[config.mk]
export PLATFORM = sky130hd
export DESIGN_NAME = wdt_top
export DESIGN_NICKNAME = d
export VERILOG_FILES = /design/src/verilog/wdt_pkg.sv /design/src/verilog/wdt_top.sv /design/src/verilog/wdt_tick.sv
export SDC_FILE = /design/constraint.sdc
export NUM_CORES = 1
export LEC_CHECK = 0
export ABC_AREA = 1
export BUFFER_PORTS_ARGS = -buffer_cell sky130_fd_sc_hd__buf_2
export CAP_MARGIN = 5
export CORE_MARGIN = 5
export CORE_UTILIZATION = 49
export DETAILED_ROUTE_END_ITERATION = 12
export GPL_TIMING_DRIVEN = 0
export PLACE_DENSITY = 0.77
export SYNTH_ARGS = -nofsm -noshare
export SYNTH_HDL_FRONTEND = slang
export SYNTH_HIERARCHICAL = 1
export SYNTH_SLANG_ARGS = --single-unit
[constraint.sdc]
create_clock -name clk -period 2.5 [get_ports clk]
set_clock_uncertainty 0.05 [all_clocks]
set_input_delay 0 -clock clk [delete_from_list [all_inputs] [get_ports clk]]
set_output_delay 0 -clock clk [all_outputs]
set_load 0.05 [all_outputs]
[src/verilog/wdt_pkg.sv]
// Purpose: Shared constants for the watchdog timer block
// Assumes: 200 MHz system clock, 31 kHz low-frequency oscillator
// Notes: Register map, field positions, reset values and time bases
package wdt_pkg;

  localparam int unsigned CLK_HZ = 200_000_000;
  localparam int unsigned LFOSC_HZ = 31_000;
  localparam int unsigned BASE_TICK_US = 1_000;
  // Oscillator cycles per 1 ms base tick, rounded down
  localparam int unsigned LFOSC_PER_TICK = LFOSC_HZ * BASE_TICK_US / 1_000_000;

  // Register offsets (byte addresses)
  localparam logic [3:0] WDT_CTRL_OFS = 4'h0;
  localparam logic [3:0] WDT_STAT_OFS = 4'h4;
  localparam logic [3:0] WDT_CLR_OFS = 4'h8;

  // Control register fields
  localparam int unsigned CTRL_EN_BIT = 0;
  localparam int unsigned CTRL_PS_LSB = 1;
  localparam int unsigned PS_W = 5;
  // 2**11 ms is about two seconds
  localparam logic [4:0] PS_RESET = 5'h0B;
  localparam logic [4:0] PS_MAX = 5'h12;

  // Status register fields
  localparam int unsigned STAT_TO_BIT = 0;
  localparam int unsigned STAT_PD_BIT = 1;
  localparam int unsigned STAT_ACT_BIT = 2;
  localparam int unsigned STAT_CLR_BIT = 3;

  // Clear command key (low byte of a write to the clear register)
  localparam logic [7:0] CLR_KEY = 8'hA5;

  localparam int unsigned CNT_W = 19;

  typedef enum logic [1:0] {
    WDT_MODE_OFF = 2'h0,
    WDT_MODE_SW = 2'h1,
    WDT_MODE_NOSLEEP = 2'h2,
    WDT_MODE_ON = 2'h3
  } wdt_mode_t;

endpackage

[src/verilog/wdt_top.sv]
// Purpose: Watchdog timer with mode select, period select and Wishbone regs
// Assumes: Single 200 MHz clock; oscillator edges arrive as a strobe
// Notes: Time-out awake resets the device; time-out in sleep wakes it
//
// Functional notes
// - Count on the 31 kHz low oscillator using a 1 ms base tick.
// - A two-bit nonvolatile mode select chooses one of four modes.
// - Mode 11: always active, sleep included, software enable ignored.
// - Mode 10: active while awake, disabled during sleep.
// - Mode 01: active only while software enable is set; sleep irrelevant.
// - Mode 00: disabled, software enable ignored.
// - Five-bit period select chooses time-out from 1 ms upward.
// - After reset the period select gives about two seconds.
// - Counter clears on reset, sleep entry, oscillator fail, disable.
// - The clear instruction clears the counter.
// - Wake from sleep by interrupt clears the counter.
// - Counter held clear while the oscillator start-up timer runs.
// - Time-out in sleep wakes device and updates timeout and powerdown.
// - On sleep exit clear again and hold until start-up timer ends.
// - Clock switch or divider change leaves the counter unaffected.
//
// Design decisions made here: the Wishbone register port and the register addresses.
`timescale 1ns/10ps
module wdt_top #(
  parameter int unsigned CNT_WIDTH = wdt_pkg::CNT_W
) (
  input wire logic clk,
  input wire logic reset,
  // Wishbone classic slave
  input wire logic wb_cyc_i,
  input wire logic wb_stb_i,
  input wire logic wb_we_i,
  input wire logic [3:0] wb_adr_i,
  input wire logic [3:0] wb_sel_i,
  input wire logic [31:0] wb_dat_i,
  output logic [31:0] wb_dat_o,
  output logic wb_ack_o,
  // Core and system inputs
  input wire logic [1:0] watchdog_mode_select,
  input wire logic low_freq_internal_osc_edge,
  input wire logic sleep_active,
  input wire logic wake_interrupt,
  input wire logic osc_fail,
  input wire logic oscillator_startup_timer_busy,
  input wire logic watchdog_clear_instruction,
  input wire logic clock_switch,
  input wire logic por_event,
  // Outputs
  output logic device_reset,
  output logic wake_request,
  output logic timeout_status_flag,
  output logic powerdown_status_flag
);
  import wdt_pkg::*;

  ////////////////////////////////////////////////////////////////////////////

  typedef struct packed {
    logic software_watchdog_enable_r;
    logic [PS_W-1:0] timeout_period_select_r;
    logic [CNT_WIDTH-1:0] watchdog_counter_r;
    logic sleep_d_r;
    logic exit_hold_r;
    logic to_r;
    logic pd_r;
    logic rst_r;
    logic wake_r;
    logic ack_r;
    logic [31:0] dat_r;
  } wdt_st_t;

  wdt_st_t s_r, s_nxt;

  logic tick;
  logic active;
  logic clr_cond;
  logic [CNT_WIDTH-1:0] limit;
  logic wb_req;
  logic wr_hit_ctrl;
  logic wr_hit_clr;
  logic sw_clear;
  logic [PS_W-1:0] ps_eff;

  ////////////////////////////////////////////////////////////////////////////

  // Tick counts only while the counter may run, so the first ms is whole
  wdt_tick i_wdt_tick (
    .clk(clk),
    .reset(reset),
    .osc_edge(low_freq_internal_osc_edge),
    .hold(clr_cond),
    .tick(tick)
  );

  ////////////////////////////////////////////////////////////////////////////

  always_comb begin
    active = 1'b0;
    unique case (wdt_mode_t'(watchdog_mode_select))
      WDT_MODE_ON: active = 1'b1;
      WDT_MODE_NOSLEEP: active = !sleep_active;
      WDT_MODE_SW: active = s_r.software_watchdog_enable_r;
      WDT_MODE_OFF: active = 1'b0;
    endcase
  end

  assign wb_req = wb_cyc_i && wb_stb_i && !s_r.ack_r;
  assign wr_hit_ctrl = wb_req && wb_we_i && (wb_adr_i == WDT_CTRL_OFS)
    && wb_sel_i[0];
  assign wr_hit_clr = wb_req && wb_we_i && (wb_adr_i == WDT_CLR_OFS)
    && wb_sel_i[0] && (wb_dat_i[7:0] == CLR_KEY);
  assign sw_clear = watchdog_clear_instruction || wr_hit_clr;

  // Clock switch is deliberately absent from the clear terms
  assign clr_cond = !active
    || osc_fail
    || (sleep_active && !s_r.sleep_d_r)
    || (!sleep_active && s_r.sleep_d_r)
    || wake_interrupt
    || oscillator_startup_timer_busy
    || s_r.exit_hold_r
    || sw_clear;

  // Codes above the top step saturate at the longest period
  assign ps_eff = (s_r.timeout_period_select_r > PS_MAX) ? PS_MAX
    : s_r.timeout_period_select_r;
  assign limit = CNT_WIDTH'(1) << ps_eff;

  ////////////////////////////////////////////////////////////////////////////

  always_comb begin
    s_nxt = s_r;
    s_nxt.rst_r = 1'b0;
    s_nxt.wake_r = 1'b0;
    s_nxt.ack_r = 1'b0;
    s_nxt.sleep_d_r = sleep_active;

    // Hold after sleep exit until the start-up timer has finished
    if (!sleep_active && s_r.sleep_d_r) begin
      s_nxt.exit_hold_r = 1'b1;
    end else if (!oscillator_startup_timer_busy) begin
      s_nxt.exit_hold_r = 1'b0;
    end

    if (clr_cond) begin
      s_nxt.watchdog_counter_r = '0;
    end else if (tick) begin
      if (s_r.watchdog_counter_r + CNT_WIDTH'(1) >= limit) begin
        s_nxt.watchdog_counter_r = '0;
        s_nxt.to_r = 1'b0;
        if (sleep_active) begin
          s_nxt.wake_r = 1'b1;
          s_nxt.pd_r = 1'b0;
        end else begin
          s_nxt.rst_r = 1'b1;
        end
      end else begin
        s_nxt.watchdog_counter_r = s_r.watchdog_counter_r + CNT_WIDTH'(1);
      end
    end

    // Clear instruction sets both flags; sleep entry clears powerdown
    if (sw_clear && !(tick && !clr_cond)) begin
      s_nxt.to_r = 1'b1;
      s_nxt.pd_r = 1'b1;
    end
    if (sleep_active && !s_r.sleep_d_r) begin
      s_nxt.to_r = 1'b1;
      s_nxt.pd_r = 1'b0;
    end
    if (por_event) begin
      s_nxt.to_r = 1'b1;
      s_nxt.pd_r = 1'b1;
    end

    if (wr_hit_ctrl) begin
      s_nxt.software_watchdog_enable_r = wb_dat_i[CTRL_EN_BIT];
      s_nxt.timeout_period_select_r = wb_dat_i[CTRL_PS_LSB +: PS_W];
    end

    if (wb_req) begin
      s_nxt.ack_r = 1'b1;
      s_nxt.dat_r = '0;
      if (!wb_we_i) begin
        unique case (wb_adr_i)
          WDT_CTRL_OFS: begin
            s_nxt.dat_r[CTRL_EN_BIT] = s_r.software_watchdog_enable_r;
            s_nxt.dat_r[CTRL_PS_LSB +: PS_W] = s_r.timeout_period_select_r;
          end
          WDT_STAT_OFS: begin
            s_nxt.dat_r[STAT_TO_BIT] = s_r.to_r;
            s_nxt.dat_r[STAT_PD_BIT] = s_r.pd_r;
            s_nxt.dat_r[STAT_ACT_BIT] = active;
            s_nxt.dat_r[STAT_CLR_BIT] = clr_cond;
          end
          default: s_nxt.dat_r = '0;
        endcase
      end
    end
  end

  ////////////////////////////////////////////////////////////////////////////

  always_ff @(posedge clk) begin
    if (reset) begin
      s_r <= '0;
      s_r.timeout_period_select_r <= PS_RESET;
      s_r.to_r <= 1'b1;
      s_r.pd_r <= 1'b1;
    end else begin
      s_r <= s_nxt;
    end
  end

  assign wb_dat_o = s_r.dat_r;
  assign wb_ack_o = s_r.ack_r;
  assign device_reset = s_r.rst_r;
  assign wake_request = s_r.wake_r;
  assign timeout_status_flag = s_r.to_r;
  assign powerdown_status_flag = s_r.pd_r;

endmodule

[src/verilog/wdt_tick.sv]
// Purpose: Base tick generator on the low-frequency oscillator
// Assumes: Oscillator enable is synchronous to clk
// Notes: Emits one pulse per nominal 1 ms
`timescale 1ns/10ps
module wdt_tick #(
  parameter int unsigned DIV = wdt_pkg::LFOSC_PER_TICK
) (
  input wire logic clk,
  input wire logic reset,
  input wire logic osc_edge,
  input wire logic hold,
  output logic tick
);
  import wdt_pkg::*;

  typedef struct packed {
    logic [15:0] div_r;
    logic tick_r;
  } wdt_tick_st_t;

  wdt_tick_st_t s_r, s_nxt;

  always_comb begin
    s_nxt = s_r;
    s_nxt.tick_r = 1'b0;
    if (hold) begin
      s_nxt.div_r = '0;
    end else if (osc_edge) begin
      if (s_r.div_r == 16'(DIV - 1)) begin
        s_nxt.div_r = '0;
        s_nxt.tick_r = 1'b1;
      end else begin
        s_nxt.div_r = s_r.div_r + 16'h0001;
      end
    end
  end

  always_ff @(posedge clk) begin
    if (reset) begin
      s_r <= '0;
    end else begin
      s_r <= s_nxt;
    end
  end

  assign tick = s_r.tick_r;

endmodule

Yosys cells after proc, flatten, opt, wreduce, memory -nomap -nowiden. Cells that the tools add are included.

Register bits: 81. Latch bits: 0. Memory bits (writable): 0. ROM bits: 0. Input port bits: 55. Logic and storage cells: 88. Memories: 0.

Add/sub/neg operators: 2. $mul: 0. Divide/modulo/power cells: 0. $lt $le $gt $ge: 2. Equality and inequality tests: 9. Shift-type cells: 1. Mux-type cells: 19. Bitwise gates (word level): 4. Reductions and logical operators: 38.

Operators with widths (count): $mux 33 (1); $add 19x1->19 const B (1); $ge 19x19->1 (1); $mux 19 (1); $shl 1x5->19 const A (1); $add 16x1->16 const B (1); $eq 16x5->1 const B (1); $mux 16 (1); $logic_and 1x1->1 (12); $mux 3 (3); $reduce_bool 3->1 (3); $eq 8x8->1 const B (1); $logic_or 1x1->1 (8); $mux 1 (8); $pmux 4 s2 (1); $reduce_or 4->1 (2); $logic_not 1->1 (6); $mux 6 (1); $gt 5x5->1 const B (1); $mux 5 (1); $eq 2x2->1 const B (2); $eq 4x3->1 const B (1); $eq 4x4->1 const B (1); $logic_not 4->1 (1); other kinds (11) (15).

Longest topological paths before layout.
Word-level depth: 16. Gate-level depth with buffers: 21.

By module. Netlist, hierarchy kept.

Modules (own cells, without submodules): wdt_top (instances 1, cells each 422, area an instance 2834.0 µm², seq. area each 760.7 µm²); wdt_tick (instances 1, cells each 134, area an instance 889.6 µm², seq. area each 340.3 µm²).

Worst setup path after synthesis. OpenSTA, ideal clock, no wires.

Path kind: register -> register. Start point: register s_r[39] (netlist bit). End point: register s_r[52] (netlist bit). Setup time: 0.066 ns. Arrival time: 2.423 ns. Required time: 2.384 ns. Setup slack: -0.039 ns. Cell stages (with the launch flop): 16. Buffers on the path: 1. Clock period less this slack: 2.539 ns. Path through: dfxtp_1 > ha_1 > nand3_1 > nor2_1 > nand4_1 > xnor2_1 > ha_1 > nand2_1 > nor2_1 > and2_4 > a21oi_2 > nand3_2 > nor2_4 > buf_6 > nand2_1 > a21oi_2.

Longest elaborated chain between the ends: 3.

RTL lines: start: declaration (RTL line wdt_top.sv:72) `wdt_st_t s_r, s_nxt;`; start signal: assignment (RTL line wdt_top.sv:211) `s_r <= s_nxt;`; $add 19x1->19 * (RTL line wdt_top.sv:148, wdt_top.sv:158); $ge 19x19->1 (RTL line wdt_top.sv:148) `if (s_r.watchdog_counter_r + CNT_WIDTH'(1) >= limit) begin`; $mux 19 * (RTL line wdt_top.sv:148).

Every way passes the cells marked *; elsewhere a longest branch is shown, timed or not. A chain may end at the register's enable or synchronous reset.

Final worst setup path.
Start point: register s_r[48] (netlist bit). End point: register s_r[51] (netlist bit).

The elaborated chain is that of the path after synthesis.

==> flow_metrics.tcl <==
set metrics [dict create \
    status "complete, but fails checks" \
    violations "setup timing" \
    hold_viol_final 0 \
    synth_cell_type_count 38 \
    port_buffers 37 \
    diodes 0 \
    initial_core_util 0.508 \
    final_layout_size_suffix_gt1_frac 0.316 \
    yosysTopAreaCell "dfxtp_1" \
    clk_pin_slew_ns 0.12 \
    ios 92 \
    postSynthAreaPerCell_sq_um 6.70 \
    cts.sinks 55 \
    netlist_instances 556 \
    finalCriticalPeriod_ns 2.77 \
    gp_congestion 0.961 \
    die_h_microns 97.2 \
    r2r_start "s_r[48]" \
    die_w_microns 97.2 \
    cts_made_buffers 5 \
    htreeDepth 2 \
    std_cell_rows 31 \
    layout_common_cells "nand2_1, nor2_1, buf_4" \
    routedWlPerCell_microns 12.8 \
    grt_use_total 0.187 \
    layout_commonest_cell "nand2_1" \
    cts_tree "built" \
    grt_pass1_vias 3435 \
    nNetsFinal 743 \
    irDropWorstVdd_uv 269 \
    wirelength_mm 9.82 \
    dr.pass1.iters 5 \
    routed_via_density 4.97 \
    ys_ff_latch 55 \
    hold_path.class "primary input to register" \
    grt_pass1_wl_mm 15.1 \
    clk_latency_ns 0.32 \
    setup_slack_ns -0.273 \
    drc 0 \
    syn_area_sq_mm 0.00372 \
    setup_viol 23 \
    yosys.area.top_type_share 0.296 \
    p_leak_nw 2.30 \
    hpwl_mm 6.54 \
    p_per_area_mw_per_mm2 335 \
    p_total_mw 1.63 \
    antenna_found_initial 0 \
    cp_max_fo 5 \
    core_area_sq_mm 0.00733 \
    drtIter0Drc 198 \
    synthToLayoutAreaGrowth_pct 30.9 \
    hp-start "wb_adr_i[2]" \
    drv_cap 0 \
    ctsRootBufferMaster "clkbuf_8" \
    cp-start-kind "register" \
    crit_start "s_r[48]" \
    clk_path_buf_depth 2 \
    synth.area.top_cells "dfxtp_1, nand2_1, nor2_1" \
    rsz0062_at_grt "yes" \
    critical_path_class "register to register" \
    ant_nets 0 \
    via_count 3809 \
    required_ns 2.71 \
    slew_violations 0 \
    arrival_ns 2.98 \
    n_fill_cell 599 \
    yosysWarnings 6 \
    overflow 0 \
    grt_max_degree 21 \
    period_share 1.11 \
    dieArea_sq_mm 0.00944 \
    final_core_util 0.665 \
    cp-end-kind "register" \
    ys_seq_area_frac 0.296 \
    max_freq_ghz 0.361 \
]
logic make-up (layout without fill, tap and decap cells):
family / count (synthesis) / count (layout) / synth area share
and+or+nand+nor: 302 / 302 / 0.352
DFF: 55 / 55 / 0.296
other: 1 / 26 / 0.00101
xor gates and xnor gates: 20 / 20 / 0.0511
AOI/OAI and AO/OA: 62 / 62 / 0.0958
buffers and inverters: 94 / 180 / 0.130
adders and majority gates: 22 / 22 / 0.0739
cell usage after synthesis, drive strengths merged:
cell and count:
and2 1, xnor2 4, nor4 3, conb 1, inv 56, o211ai 3, clkbuf 4, a21o 1
nor3 10, nand4 12, nor2 99, a21boi 1, xor2 16, a31oi 2, nand3 16, or2 2
o21bai 1, a21oi 41, nand3b 3, o31ai 1, buf 34, ha 22, o21ai 11, a221oi 1
nand2 156, dfxtp 55
layout make-up:
cell class                 count  area, sq um  area share
timing repair buffer          79          543       0.111
clock inverter                 3         33.8     0.00693
sequential                    55         1150       0.237
clock buffer                   5         68.8      0.0141
inverter                      56          210      0.0431
multi-input combinational    432         2470       0.507
buffer                        37          270      0.0555
tap                           99          124      0.0254
sequential cells by signal, indices dropped and copies added, names as in the netlist:
signal / cells
wb_dat_o: 6
timeout_status_flag: 1
i_wdt_tick/s_r: 16
i_wdt_tick/tick: 1
wake_request: 1
powerdown_status_flag: 1
device_reset: 1
wb_ack_o: 1
s_r: 27
worst max-delay path, stage by stage (launching register included):
cell and delay, ns:
dfxtp_4 0.38, nand2_1 0.09, nor2_2 0.12, nand4_1 0.14, nor2_2 0.21, xor2_2 0.24, ha_1 0.30, nand2_1 0.11
nor2_2 0.05, nand2_2 0.11, nor2_4 0.05, a21oi_2 0.14, nand3_2 0.14, nor2_4 0.22, buf_6 0.18, nand2_2 0.06
a21oi_2 0.12
metrics by stage:
step | area [sq um] | setup slack, ns | std cells | hold WS [ns] | setup TNS, ns
after floorplan | 3830 | 0.00566 | 581 | 0.0224 | 0
after global placement | 4140 | -0.457 | 717 | 0.135 | -7.49
after detailed placement | 4140 | -0.522 | 717 | 0.144 | -8.62
after CTS | 4620 | -0.182 | 754 | 0.0394 | -3.08
after global routing | 4870 | -0.404 | 766 | 0.104 | -7.91
final | 4870 | -0.273 | 766 | 0.0757 | -4.86
routing by layer:
layer | routed length, microns | part of all wire | vias up | track usage
li1 | - | - | 1934 | -
met1 | 4150 | 0.42 | 1737 | 0.232
met2 | 5010 | 0.51 | 115 | 0.328
met3 | 439 | 0.045 | 23 | 0.0337
met4 | 223 | 0.023 | 0 | 0.0562
met5 | 0 | 0 | - | 0
where the power goes:
group / internal, mW / total, mW / switching (mW) / leakage (nW)
clock: 0.212 / 0.545 / 0.333 / 0.0515
combinational: 0.0731 / 0.216 / 0.143 / 1.80
sequential: 0.866 / 0.869 / 0.00297 / 0.456
worst paths after layout:
path | endpoint | slack, ns | depth (start not counted)
worst max-delay path | s_r[51] | -0.27 | 16
worst min-delay path | wb_dat_o[0] | 0.08 | 5
worst max register to register | s_r[51] | -0.27 | 16
worst min register to register | wb_dat_o[4] | 0.43 | 2
what timing repair did:
action,in CTS,in global routing
pin swaps,8,18
hold buffers,14,0
setup buffers,15,12
endpoints found under the hold margin,17,0
resized for setup,45,53
cloned,1,0
endpoints found under the setup margin,23,23
(Power assumes the default switching activity.)
